$ cat src/logic/swdt_params.svh
/*
  Constants of the system watchdog timer: port addresses, keys, register
  offsets, field positions, reset values and tick timing.
  Assumes a 40 MHz system clock.
*/
`ifndef SWDT_PARAMS_SVH
`define SWDT_PARAMS_SVH

`define SWDT_IDX_PORT      16'h004e
`define SWDT_DAT_PORT      16'h004f
`define SWDT_KEY_ENTER     8'h87
`define SWDT_KEY_EXIT      8'haa
`define SWDT_REG_LDSEL     8'h07
`define SWDT_REG_ACT       8'h30
`define SWDT_REG_UNIT      8'hf0
`define SWDT_REG_COUNT     8'hf1
`define SWDT_REG_RLD       8'hf2
`define SWDT_LDN_WDT       8'h08
`define SWDT_ACT_BIT       0
`define SWDT_UNIT_BIT      2
`define SWDT_KBD_BIT       6
`define SWDT_RST_LDSEL     8'h00
`define SWDT_RST_ACT       8'h00
`define SWDT_RST_UNIT      8'h00
`define SWDT_RST_COUNT     8'h00
`define SWDT_RST_RLD       8'h00
`define SWDT_CLK_HZ        40000000
`define SWDT_SEC_PER_MIN   60
`define SWDT_CYC_PER_SEC   (`SWDT_CLK_HZ * 1)

`endif

$ cat src/logic/swdt_pkg.sv
/*
  Types of the system watchdog timer.
  Assumes the constants header is included by the design file.
*/
package swdt_pkg;
  typedef enum logic [1:0] {
    SWDT_CFG_LOCKED,
    SWDT_CFG_HALF,
    SWDT_CFG_OPEN
  } swdt_cfg_t;
endpackage

$ cat src/logic/swdt_top.sv
/*
  System watchdog timer behind an index/data I/O port pair.
  Assumes single-cycle I/O read and write strobes synchronous to clk;
  kbd_irq is a level or pulse from the keyboard controller, synchronous.
*/
`timescale 1ns/100ps
`default_nettype none
`include "swdt_params.svh"

// What this block does
// - Countdown expiry while running asserts the system reset output.
// - Timeout is an 8-bit tick count, valid range 1 to 255.
// - Unit bit 2 (0x04) clear means one-second ticks, set means one-minute ticks.
// - A reload restores the last programmed timeout without stopping.
// - Writing a nonzero timeout loads the counter and, with 0x30 bit 0 set, starts counting.
// - Writing zero timeout stops the countdown; no reset occurs unless the write coincides with the final tick.
// - Index port selects register, data port 0x4F reads or writes it.
// - With 0xF2 bit 0x40 set, keyboard activity reloads the countdown.
module swdt_top
  import swdt_pkg::*;
#(
  parameter int unsigned CYC_PER_SEC = `SWDT_CYC_PER_SEC
)
(
  input  wire logic        clk,
  input  wire logic        rst_b,
  input  wire logic [15:0] io_addr,
  input  wire logic        io_wr,
  input  wire logic        io_rd,
  input  wire logic [7:0]  io_wdata,
  output logic      [7:0]  io_rdata,
  input  wire logic        kbd_irq,
  input  wire logic        reload_req,
  output logic             sys_rst_out,
  output logic             wdt_running
);

  swdt_cfg_t   cfg_ff;
  logic [7:0]  index_ff;
  logic [7:0]  ldsel_ff;
  logic [7:0]  act_ff;
  logic [7:0]  unit_ff;
  logic [7:0]  count_ff;
  logic [7:0]  rld_ff;
  logic [7:0]  ticks_ff;
  logic [31:0] pre_ff;
  logic [5:0]  min_ff;
  logic        run_ff;
  logic        rst_out_ff;
  logic [7:0]  rdata_ff;

  function automatic logic is_reg(input logic [7:0] idx,
                                  input logic [7:0] off);
    is_reg = (idx == off);
  endfunction

  logic idx_wr;
  logic dat_wr;
  logic dat_rd;
  logic open_cfg;
  logic wdt_sel;
  logic cnt_wr;
  logic reload;
  logic sec_tick;
  logic tick;
  logic dev_on;

  assign idx_wr   = io_wr && (io_addr == `SWDT_IDX_PORT);
  assign open_cfg = (cfg_ff == SWDT_CFG_OPEN);
  assign dat_wr   = io_wr && (io_addr == `SWDT_DAT_PORT) && open_cfg;
  assign dat_rd   = io_rd && (io_addr == `SWDT_DAT_PORT) && open_cfg;
  assign wdt_sel  = (ldsel_ff == `SWDT_LDN_WDT);
  assign dev_on   = act_ff[`SWDT_ACT_BIT];
  assign cnt_wr   = dat_wr && wdt_sel && is_reg(index_ff, `SWDT_REG_COUNT);
  assign reload   = run_ff && (reload_req
                    || (kbd_irq && rld_ff[`SWDT_KBD_BIT]));
  assign sec_tick = (pre_ff == CYC_PER_SEC - 1);
  assign tick     = sec_tick && (!unit_ff[`SWDT_UNIT_BIT]
                    || (min_ff == 6'(`SWDT_SEC_PER_MIN - 1)));

  // Key sequence: two consecutive entry keys open, exit key closes.
  always_ff @(posedge clk or negedge rst_b)
  begin
    if (!rst_b)
      cfg_ff <= SWDT_CFG_LOCKED;
    else if (idx_wr)
    begin
      case (cfg_ff)
        SWDT_CFG_LOCKED:
          cfg_ff <= (io_wdata == `SWDT_KEY_ENTER) ? SWDT_CFG_HALF
                                                 : SWDT_CFG_LOCKED;
        SWDT_CFG_HALF:
          cfg_ff <= (io_wdata == `SWDT_KEY_ENTER) ? SWDT_CFG_OPEN
                                                 : SWDT_CFG_LOCKED;
        SWDT_CFG_OPEN:
          if (io_wdata == `SWDT_KEY_EXIT)
            cfg_ff <= SWDT_CFG_LOCKED;
        default:
          cfg_ff <= SWDT_CFG_LOCKED;
      endcase
    end
  end

  always_ff @(posedge clk or negedge rst_b)
  begin
    if (!rst_b)
      index_ff <= 8'h00;
    else if (idx_wr && open_cfg)
      index_ff <= io_wdata;
  end

  always_ff @(posedge clk or negedge rst_b)
  begin
    if (!rst_b)
    begin
      ldsel_ff <= `SWDT_RST_LDSEL;
      act_ff   <= `SWDT_RST_ACT;
      unit_ff  <= `SWDT_RST_UNIT;
      count_ff <= `SWDT_RST_COUNT;
      rld_ff   <= `SWDT_RST_RLD;
    end
    else if (dat_wr)
    begin
      if (is_reg(index_ff, `SWDT_REG_LDSEL))
        ldsel_ff <= io_wdata;
      if (wdt_sel && is_reg(index_ff, `SWDT_REG_ACT))
        act_ff <= io_wdata;
      if (wdt_sel && is_reg(index_ff, `SWDT_REG_UNIT))
        unit_ff <= io_wdata;
      if (cnt_wr)
        count_ff <= io_wdata;
      if (wdt_sel && is_reg(index_ff, `SWDT_REG_RLD))
        rld_ff <= io_wdata;
    end
  end

  // Reads: unmapped or unselected registers return zero.
  always_ff @(posedge clk or negedge rst_b)
  begin
    if (!rst_b)
      rdata_ff <= 8'h00;
    else if (dat_rd)
    begin
      if (is_reg(index_ff, `SWDT_REG_LDSEL))
        rdata_ff <= ldsel_ff;
      else if (!wdt_sel)
        rdata_ff <= 8'h00;
      else if (is_reg(index_ff, `SWDT_REG_ACT))
        rdata_ff <= act_ff;
      else if (is_reg(index_ff, `SWDT_REG_UNIT))
        rdata_ff <= unit_ff;
      else if (is_reg(index_ff, `SWDT_REG_COUNT))
        rdata_ff <= ticks_ff;
      else if (is_reg(index_ff, `SWDT_REG_RLD))
        rdata_ff <= rld_ff;
      else
        rdata_ff <= 8'h00;
    end
  end

  // Prescaler restarts on every load or reload so a full tick elapses.
  always_ff @(posedge clk or negedge rst_b)
  begin
    if (!rst_b)
    begin
      pre_ff <= 32'h0;
      min_ff <= 6'h00;
    end
    else if (!run_ff || cnt_wr || reload)
    begin
      pre_ff <= 32'h0;
      min_ff <= 6'h00;
    end
    else if (sec_tick)
    begin
      pre_ff <= 32'h0;
      min_ff <= tick ? 6'h00 : min_ff + 6'h01;
    end
    else
      pre_ff <= pre_ff + 32'h1;
  end

  always_ff @(posedge clk or negedge rst_b)
  begin
    if (!rst_b)
    begin
      ticks_ff <= 8'h00;
      run_ff   <= 1'b0;
    end
    else if (cnt_wr)
    begin
      ticks_ff <= io_wdata;
      run_ff   <= (io_wdata != 8'h00) && dev_on;
    end
    else if (!dev_on)
      run_ff <= 1'b0;
    else if (reload)
      ticks_ff <= count_ff;
    else if (run_ff && tick)
    begin
      ticks_ff <= ticks_ff - 8'h01;
      if (ticks_ff == 8'h01)
        run_ff <= 1'b0;
    end
  end

  // Reset output is sticky until the host rewrites the timeout.
  always_ff @(posedge clk or negedge rst_b)
  begin
    if (!rst_b)
      rst_out_ff <= 1'b0;
    else if (run_ff && dev_on && tick && ticks_ff == 8'h01 && !reload)
      rst_out_ff <= 1'b1;
    else if (cnt_wr)
      rst_out_ff <= 1'b0;
  end

  assign io_rdata    = rdata_ff;
  assign sys_rst_out = rst_out_ff;
  assign wdt_running = run_ff;

  property p_expire;
    @(posedge clk) disable iff (!rst_b)
    (run_ff && tick && ticks_ff == 8'h01 && !reload && !cnt_wr && dev_on)
      |=> sys_rst_out && !wdt_running;
  endproperty
  a_expire: assert property (p_expire)
    else $error("expiry did not raise system reset");

  property p_zero_stop;
    @(posedge clk) disable iff (!rst_b)
    (cnt_wr && io_wdata == 8'h00) |=> !wdt_running;
  endproperty
  a_zero_stop: assert property (p_zero_stop)
    else $error("zero timeout did not stop the timer");

  property p_start;
    @(posedge clk) disable iff (!rst_b)
    (cnt_wr && io_wdata != 8'h00 && dev_on)
      |=> wdt_running && ticks_ff == $past(io_wdata);
  endproperty
  a_start: assert property (p_start)
    else $error("nonzero timeout did not start the timer");

  property p_reload;
    @(posedge clk) disable iff (!rst_b)
    (reload && !cnt_wr && dev_on) |=> ticks_ff == $past(count_ff)
      && wdt_running;
  endproperty
  a_reload: assert property (p_reload)
    else $error("reload did not restore timeout");

  property p_disable;
    @(posedge clk) disable iff (!rst_b)
    (!dev_on && !cnt_wr) |=> !wdt_running;
  endproperty
  a_disable: assert property (p_disable)
    else $error("inactive device kept running");

  property p_locked;
    @(posedge clk) disable iff (!rst_b)
    (cfg_ff == SWDT_CFG_LOCKED) |=> $stable(count_ff) && $stable(ldsel_ff);
  endproperty
  a_locked: assert property (p_locked)
    else $error("register changed while configuration locked");

  property p_exit;
    @(posedge clk) disable iff (!rst_b)
    (open_cfg && idx_wr && io_wdata == `SWDT_KEY_EXIT)
      |=> cfg_ff == SWDT_CFG_LOCKED;
  endproperty
  a_exit: assert property (p_exit)
    else $error("exit key did not lock configuration");

  property p_unit_sec;
    @(posedge clk) disable iff (!rst_b)
    (run_ff && sec_tick && !unit_ff[`SWDT_UNIT_BIT] && !reload && !cnt_wr
      && dev_on && ticks_ff > 8'h01) |=> ticks_ff == $past(ticks_ff) - 8'h01;
  endproperty
  a_unit_sec: assert property (p_unit_sec)
    else $error("second tick did not decrement count");

endmodule
`default_nettype wire

$ cat config.mk
export PLATFORM = sky130hd
export DESIGN_NAME = swdt_top
export DESIGN_NICKNAME = d
export VERILOG_FILES = /design/src/logic/swdt_pkg.sv /design/src/logic/swdt_top.sv
export VERILOG_INCLUDE_DIRS = /design/src /design/src/logic
export SDC_FILE = /design/constraint.sdc
export NUM_CORES = 1
export LEC_CHECK = 0
export BUFFER_PORTS_ARGS = -buffer_cell sky130_fd_sc_hd__buf_2
export CORE_MARGIN = 2
export CORE_UTILIZATION = 45
export CTS_BUF_LIST = sky130_fd_sc_hd__clkbuf_16
export DETAILED_ROUTE_END_ITERATION = 10
export SYNTH_ARGS = -nofsm -noshare
export SYNTH_HDL_FRONTEND = slang
export SYNTH_SLANG_ARGS = --single-unit
export TNS_END_PERCENT = 30
$ cat constraint.sdc
create_clock -name clk -period 3.07 [get_ports clk]
set_clock_uncertainty 0.2 [all_clocks]
set_input_delay 0.1535 -clock clk [delete_from_list [all_inputs] [get_ports clk]]
set_output_delay 0.1535 -clock clk [all_outputs]
set_load 0.01 [all_outputs]
# After elaboration in Yosys (flattened, before gate mapping)
# Index checks and enable logic that the tools add are counted.
totals:
  word_cells: 102
  inputBits: 30
  register_bits: 106
classes:
  eq_ne: 19
  mux: 26
  n_addsub: 3
  n_reduce_logical: 41
op_table:
  columns: ["op", "count"]
  rows:
  - ["8-bit two-way mux", 10]
  - ["32-bit two-way mux", 2]
  - ["8-bit == test, second input constant", 5]
  - ["32-bit by 1-bit adder with 32-bit output, second input constant", 1]
  - ["16-bit by 7-bit == test with 1-bit output, second input constant", 2]
  - ["32-bit by 26-bit == test with 1-bit output, second input constant", 1]
  - ["1-bit logical AND", 20]
  - ["6-bit two-way mux", 3]
  - ["2-bit AND reduction", 7]
  - ["8-bit by 1-bit == test with 1-bit output, second input constant", 1]
  - ["8-bit by 3-bit == test with 1-bit output, second input constant", 1]
  - ["8-bit by 4-bit == test with 1-bit output, second input constant", 1]
  - ["8-bit by 6-bit == test with 1-bit output, second input constant", 1]
  - ["1-bit two-way mux", 8]
  - ["8-bit nonzero test", 1]
  - ["8-bit by 1-bit subtractor with 8-bit output, second input constant", 1]
  - ["6-bit by 1-bit adder with 6-bit output, second input constant", 1]
  - ["6-bit == test, second input constant", 1]
  - ["3-bit by 1-bit != test with 1-bit output, second input constant", 2]
  - ["2-bit one-hot mux with 3 select lines", 1]
  - ["2-bit nonzero test", 3]
  - ["1-bit logical OR", 4]
  - ["2-bit two-way mux", 2]
  - ["1-bit zero test", 3]
  - ["other kinds (7)", 7]

# Logic depth before layout (Yosys ltp)
# Gate-level depths: netlist (run 1).
depth:
  word_depth: 8
  ltp_mapped: 8

# Worst setup path after synthesis (run 1)
# OpenSTA, ideal clock, no wires.
synth_path:
  path_kind: "input -> register"
  startpoint: "input port io_addr[8]"
  endpoint: "register count_ff[0]"
  required_time_ns: 2.745
  stages: 5
  setup_slack_ns: 0.657
  t_arrival_ns: 2.088
  n_path_buf: 1
  cell_sequence: "or4_4 > or4_4 > or3_4 > buf_6 > mux2_4"
synth_via:
  elab_chain_cells: 6
synth_lines:
  columns: ["item", "line", "rtl"]
  rows:
  - ["start, declared", "swdt_top.sv:27", "input wire logic [15:0] io_addr,"]
  - ["16-bit by 7-bit == test with 1-bit output (no source line) *", null, null]
  - ["1-bit logical AND * (2 in a row)", "swdt_top.sv:70", "assign dat_wr = io_wr && (io_addr == `SWDT_DAT_PORT) && open_cfg;"]
  - ["1-bit logical AND (2 in a row)", "swdt_top.sv:74", "assign cnt_wr = dat_wr && wdt_sel && is_reg(index_ff, `SWDT_REG_COUNT);"]
  - ["2-bit AND reduction (no source line) *", null, null]
  - ["end signal, assigned", "swdt_top.sv:119", "count_ff <= `SWDT_RST_COUNT;"]
  - ["end signal, assigned", "swdt_top.sv:131", "count_ff <= io_wdata;"]
  - ["end, declared", "swdt_top.sv:43", "logic [7:0] count_ff;"]
# Every way passes the cells marked *; elsewhere a longest branch is shown, timed or not.
# A chain may end at the register's enable or synchronous reset.

# Worst setup path in the final report (run 1)
layout_path:
  startpoint: "register pre_ff[23]"
  endpoint: "register ticks_ff[1]"
layout_via:
  elab_chain_cells: 5
layout_lines:
  columns: ["item", "line", "rtl"]
  rows:
  - ["start, declared", "swdt_top.sv:46", "logic [31:0] pre_ff;"]
  - ["start signal, assigned", "swdt_top.sv:180", "pre_ff <= pre_ff + 32'h1;"]
  - ["32-bit by 26-bit == test with 1-bit output", "swdt_top.sv:77", "assign sec_tick = (pre_ff == CYC_PER_SEC - 1);"]
  - ["1-bit logical AND", "swdt_top.sv:78", "assign tick = sec_tick && (!unit_ff[`SWDT_UNIT_BIT]"]
  - ["1-bit logical AND", "swdt_top.sv:199", "else if (run_ff && tick)"]
  - ["3-bit nonzero test (no source line)", null, null]
  - ["2-bit AND reduction (no source line)", null, null]
  - ["end signal, assigned", "swdt_top.sv:192", "ticks_ff <= io_wdata;"]
  - ["end signal, assigned", "swdt_top.sv:198", "ticks_ff <= count_ff;"]
  - ["end signal, assigned", "swdt_top.sv:201", "ticks_ff <= ticks_ff - 8'h01;"]
  - ["end, declared", "swdt_top.sv:45", "logic [7:0] ticks_ff;"]
# Every way passes these cells.

==> flow_summary.ini, run 1 <==
[synthesis]
async_flop_share_pct = 100
synth_seq_cells = 106
synth_warnings = 0
synth-adder-area-share_pct = 0.900
syn_area_um2 = 5560
syn_nets = 573
synth-edff-count = 0
synth_xor_area_share_pct = 5.04
synth_top_family_by_area = simple AND/OR/NAND/NOR gates
ys_seq_area_share_pct = 47.7
synth_ff_type = dfrtp_1
syn_inst = 539
yosys.area_share.simple_pct = 20.9
synth.avg_cell_area_um2 = 10.3
ys_types = 63
synth-compound-area-share_pct = 9.57
synth_mux_area_share_pct = 12.5

[worst_setup_path]
cp-start-kind = register
cp_cell_sequence = nor4_1 > nand4_1 > o41a_1 > a2111oi_0 > o31ai_1
cp_num_buf_inv = 0
worst-endpoint-required_ns = 3.10
critPathArrivalTime_ns = 2.74
critPathMaxStageDelay_ns = 0.62
crit_family = compound AO/OA/AOI/OAI gates
critPathCaptureType = register
critPathSlowestCell = o41a_1
critical_path_class = reg2reg
crit_path_max_fanout = 10

[power_and_ir_drop]
leakagePower_nw = 2.61
totalPowerFinal_w = 0.00272
p_int_w = 0.00214
powerDensity_nw_per_um2 = 433
peakVddDrop_mv = 0.285
pwr-share-seq_pct = 51.4
clkPwrFrac_pct = 45.4
switchingPower_w = 0.000587
swShare_pct = 21.5
p_comb_share_pct = 3.2

[floorplanning]
pin_count = 40
dieHeight_um = 115
chipWidth_um = 115
die_area_um2 = 13300
core-area_um2 = 12000
start_util_pct = 46.3
fp-row-count = 40

[cells_and_area]
layout-area-overhead-vs-synth_pct = 13.2
top_register = pre_ff
n_antenna_cell = 0
final_cell_mix = dfrtp_1, nor2_1, mux2_2
largest_reg_flops = 32
final_nets = 613
fillers = 1091
drive_above_1_share_pct = 22.5
final_common_cell = dfrtp_1

[place]
gp_congestion = 0.871
dp.final_hpwl_um = 8910
port_buffers = 39

[timing]
tns_ns = 0
worstMarginPinSlew_ns = 0.634
finalCriticalPeriod_ns = 2.71
finalMaxSlewViolations = 0
min_period_over_period_pct = 88.3
relSlewSlack_pct = 57.8
finalHoldViolCount = 0
grt_setup_unrepaired = false
finalSetupViolations = 0
max_freq_mhz = 369

[hold_path]
hold_class = in2reg

[flow_run]
maxCapViolations = 0

[grt]
grt_util_met1_pct = 31.8
grtUsageTotal_pct = 21.2
grt_max_degree = 60
antenna_found_initial = 0
use_met3_pct = 4.06
overflow = 0
grt_pass1_vias = 4156
grt_pass1_wl_um = 22000
grt_most_used_layer = met1
gr-usage-met2_pct = 30.6

[clock_tree]
clkLatencyLatePin_ns = 0.35
ctsLongestPathBuffers = 2
post_cts_resize_count = 0
cts_tree = built
clock_sinks = 106
cts_root_buf = clkbuf_16
htreeDepth = 3
clk_pin_slew_ns = 0.07
numCtsBuffers = 9

[run_status]
status = finished, final reports clean

[route]
route.vias.total = 4261
vias_per_cell = 5.84
drtAntennaViolNets = 0
route.detailed.drc = 0
drt_iter0_markers = 248
wirelength_um = 12900
dr.pass1.iters = 5
wl_per_cell_um = 17.7
==> logic make-up after synthesis <==
family                     count (synthesis)
buffers and inverters                     44
xor gates and xnor gates                  32
muxes                                     62
and+or+nand+nor                          213
adders and majority gates                  4
AOI/OAI and AO/OA                         78
DFF                                      106
==> synth_stat cells, drive strengths merged (4+ instances only) <==
cell type  instances  share of area, %
and3               6              0.68
clkbuf            22               1.5
mux2i             10               1.8
buf                5              0.77
xor2              10               1.6
a21oi              9              0.81
o21ai             17               1.5
mux2              52                11
or4                7               1.1
nor4              15               1.9
ha                 4              0.90
a31oi              4              0.45
a22oi             10               1.4
nand2             36               2.4
nor2              57               3.9
nor4b              4              0.63
inv               16               1.1
o31ai             11               1.5
nor3              21               2.0
or3                5              0.65
o22ai              8              0.90
and2               6              0.68
and4               5              0.79
nand4             19               2.3
dfrtp            106                48
nand3             14               1.3
xnor2             22               3.5
==> power by group through the flow <==
| stage | clock network (W) | logic (W) | registers [W] |
|---|---|---|---|
| final | 0.00124 | 0.0000874 | 0.00140 |
| after global routing | 0.00131 | 0.0000983 | 0.00140 |
| after CTS | 0.00126 | 0.0000898 | 0.00140 |
| after detailed placement | 0 | 0.0000830 | 0.00143 |
| after global placement | 0 | 0.0000813 | 0.00143 |
| after floorplan | 0 | 0.0000160 | 0.00143 |
==> area by class of cell <==
| type | instances | area, um2 | share of cell area [%] |
|---|---|---|---|
| multi-input cells | 389 | 2720 | 43.2 |
| flip-flops and latches | 106 | 2650 | 42.2 |
| repair buffers | 56 | 355 | 5.65 |
| clock buffers | 9 | 225 | 3.58 |
| well taps | 147 | 184 | 2.92 |
| clock inverters | 6 | 92.6 | 1.47 |
| inverters | 17 | 63.8 | 1.01 |
==> path summary, 6_finish.rpt <==
kind / startpoint / to / slack [ns] / cells after the start
setup reg to reg: pre_ff[23] / ticks_ff[1] / 0.36 / 5
setup / recovery: pre_ff[23] / ticks_ff[1] / 0.36 / 5
min in group asynchronous: rst_b / index_ff[6] / 0.16 / 2
hold / removal: io_wdata[6] / index_ff[6] / 0.06 / 2
max in group asynchronous: rst_b / pre_ff[23] / 1.78 / 3
hold reg to reg: pre_ff[0] / pre_ff[0] / 0.28 / 1
==> layer usage <==
layer | part of all wire, % | up-vias
met3 | 6.4 | 13
met1 | 49 | 2061
met4 | 1.5 | 0
met2 | 43 | 140
met5 | 0 | -
li1 | - | 2047
==> through the flow <==
step	cells	utilization (%)	setup slack (ns)	hold WS [ns]	area [um2]
after floorplan	539	-	0.657	-0.342	5560
after global placement	708	49.1	0.354	0.0157	5900
after detailed placement	708	49.1	0.314	0.0227	5900
after CTS	730	52.4	0.418	0.0327	6290
after global routing	730	52.4	0.211	0.0600	6290
final	730	52.4	0.361	0.0564	6290
==> what timing repair did <==
item / CTS / global route
hold buffers: 7 / 0
endpoints found under the hold margin: 55 / 0
setup buffers: 0 / 0
(Power assumes the default switching activity.)
==> run 2, diff against run 1 <==
- PLACE_DENSITY: not set -> 0.64
==> run 2 against run 1 <==
  * Via count is 1.2% higher
  * Largest power group unchanged
  * Combinational power down 2%
  * Clock power down 3%
  * Register-to-register slack better by 0.02 ns
  * Design area is 0.64% lower
  * Largest cell class unchanged
  * Highest routed layer unchanged
  * Core utilization down 0.33 points
  * Clock-buffer cell count is the same
==> flow_summary.ini, run 2 (synthesis gave the netlist of run 1 again) <==
[power_and_ir_drop]
peakVddDrop_mv = 0.361
leakagePower_nw = 2.60
powerDensity_nw_per_um2 = 430

[timing]
finalSetupViolations = 0
grt_setup_unrepaired = false
finalMaxSlewViolations = 0
relSlewSlack_pct = 58.6
finalCriticalPeriod_ns = 2.69
min_period_over_period_pct = 87.7
worstMarginPinSlew_ns = 0.615
max_freq_mhz = 372
tns_ns = 0
finalHoldViolCount = 0

[worst_setup_path]
critPathArrivalTime_ns = 2.72
critical_path_class = reg2reg
r2r_cells = 5
reg2reg_to = ticks_ff[1]
critPathCaptureType = register
rrSetupSlack_ns = 0.38
cp-start-kind = register
r2r-start = pre_ff[25]
worst-endpoint-required_ns = 3.10
crit_path_max_fanout = 10

[grt]
antenna_found_initial = 0
grt_pass1_vias = 4240
overflow = 0
grt_max_degree = 66
grt_pass1_wl_um = 22000
grtUsageTotal_pct = 21.3

[floorplanning]
fp-row-count = 40
pin_count = 40
dieHeight_um = 115
chipWidth_um = 115
die_area_um2 = 13300
start_util_pct = 46.3
core-area_um2 = 12000

[run_status]
status = finished, final reports clean

[place]
gp_congestion = 0.851
dpl.cell_count = 708
port_buffers = 39
dp.final_hpwl_um = 8920

[hold_path]
holdPathEnd = ticks_ff[0]
min_path_cells = 2
min_from = io_wdata[0]
hold_class = in2reg

[route]
wirelength_um = 13100
drt_iter0_markers = 337
route.vias.total = 4312
route.detailed.drc = 0
drtAntennaViolNets = 0
dr.pass1.iters = 5
vias_per_cell = 5.92
wl_per_cell_um = 18.0

[clock_tree]
numCtsBuffers = 9
post_cts_resize_count = 0
ctsLongestPathBuffers = 2
clk_pin_slew_ns = 0.08
cts_tree = built
clkLatencyLatePin_ns = 0.35
clock_sinks = 106
cts_root_buf = clkbuf_16
htreeDepth = 3

[cells_and_area]
final_nets = 610
largest_reg_flops = 32
finalNonFillerCells = 728
final_cell_mix = dfrtp_1, nor2_1, mux2_2
n_antenna_cell = 0
layout-area-overhead-vs-synth_pct = 12.4
final_common_cell = dfrtp_1
top_register = pre_ff
drive_above_1_share_pct = 22.7

[flow_run]
maxCapViolations = 0
==> run 2: final cells by class <==
cell class | count | area [um2]
Sequential cell | 106 | 2650
Clock buffer | 9 | 225
Clock inverter | 7 | 82.6
Multi-Input combinational cell | 389 | 2720
Inverter | 17 | 63.8
Fill cell | 1083 | 5760
Timing Repair Buffer | 53 | 325
Tap cell | 147 | 184
==> run 2: worst max-delay path by stage <==
| stage | from | endpoint | slack [ns] |
|---|---|---|---|
| global route | pre_ff[25] | ticks_ff[1] | 0.27 |
| finish | pre_ff[25] | ticks_ff[1] | 0.38 |
| CTS | pre_ff[23] | ticks_ff[1] | 0.41 |
| floorplan | io_addr[8] | count_ff[0] | 0.66 |
| detailed placement | io_addr[8] | pre_ff[26] | 0.34 |
| global placement | io_addr[8] | pre_ff[24] | 0.37 |
==> run 2: through the flow <==
stage | setup WS, ns | power [W] | area, um2 | hold WS [ns] | util (%)
after floorplan | 0.657 | 0.00144 | 5560 | -0.342 | -
after global placement | 0.370 | 0.00151 | 5900 | -0.0211 | 49.1
after detailed placement | 0.336 | 0.00151 | 5900 | -0.0131 | 49.1
after CTS | 0.410 | 0.00272 | 6250 | 0.0106 | 52.0
after global routing | 0.270 | 0.00280 | 6250 | 0.0333 | 52.0
final | 0.378 | 0.00269 | 6250 | 0.0175 | 52.0
==> run 2: layer usage <==
metal,wire [um],track usage [%],vias up
li1,-,-,2037
met1,6440,31.0,2159
met2,5840,31.7,99
met3,570,4.96,17
met4,230,6.59,0
met5,0,0,-
==> run 2: what timing repair did <==
item / CTS / global route
setup buffers: 0 / 0
hold buffers: 4 / 0
endpoints found under the hold margin: 52 / 0
==> run 2: power breakdown <==
part	internal, W	total (W)	switching [W]
combinational	0.0000259	0.0000858	0.0000598
sequential	0.00140	0.00140	0.00000223
clock	0.000647	0.00120	0.000554
total	0.00207	0.00269	0.000617
==> run 2: worst max-delay path, stage by stage, from the launching register on <==
cell	delay, ns
dfrtp_1	0.42
nor4bb_1	0.55
nand4_1	0.27
o41a_1	0.57
a2111oi_0	0.45
o31ai_1	0.12
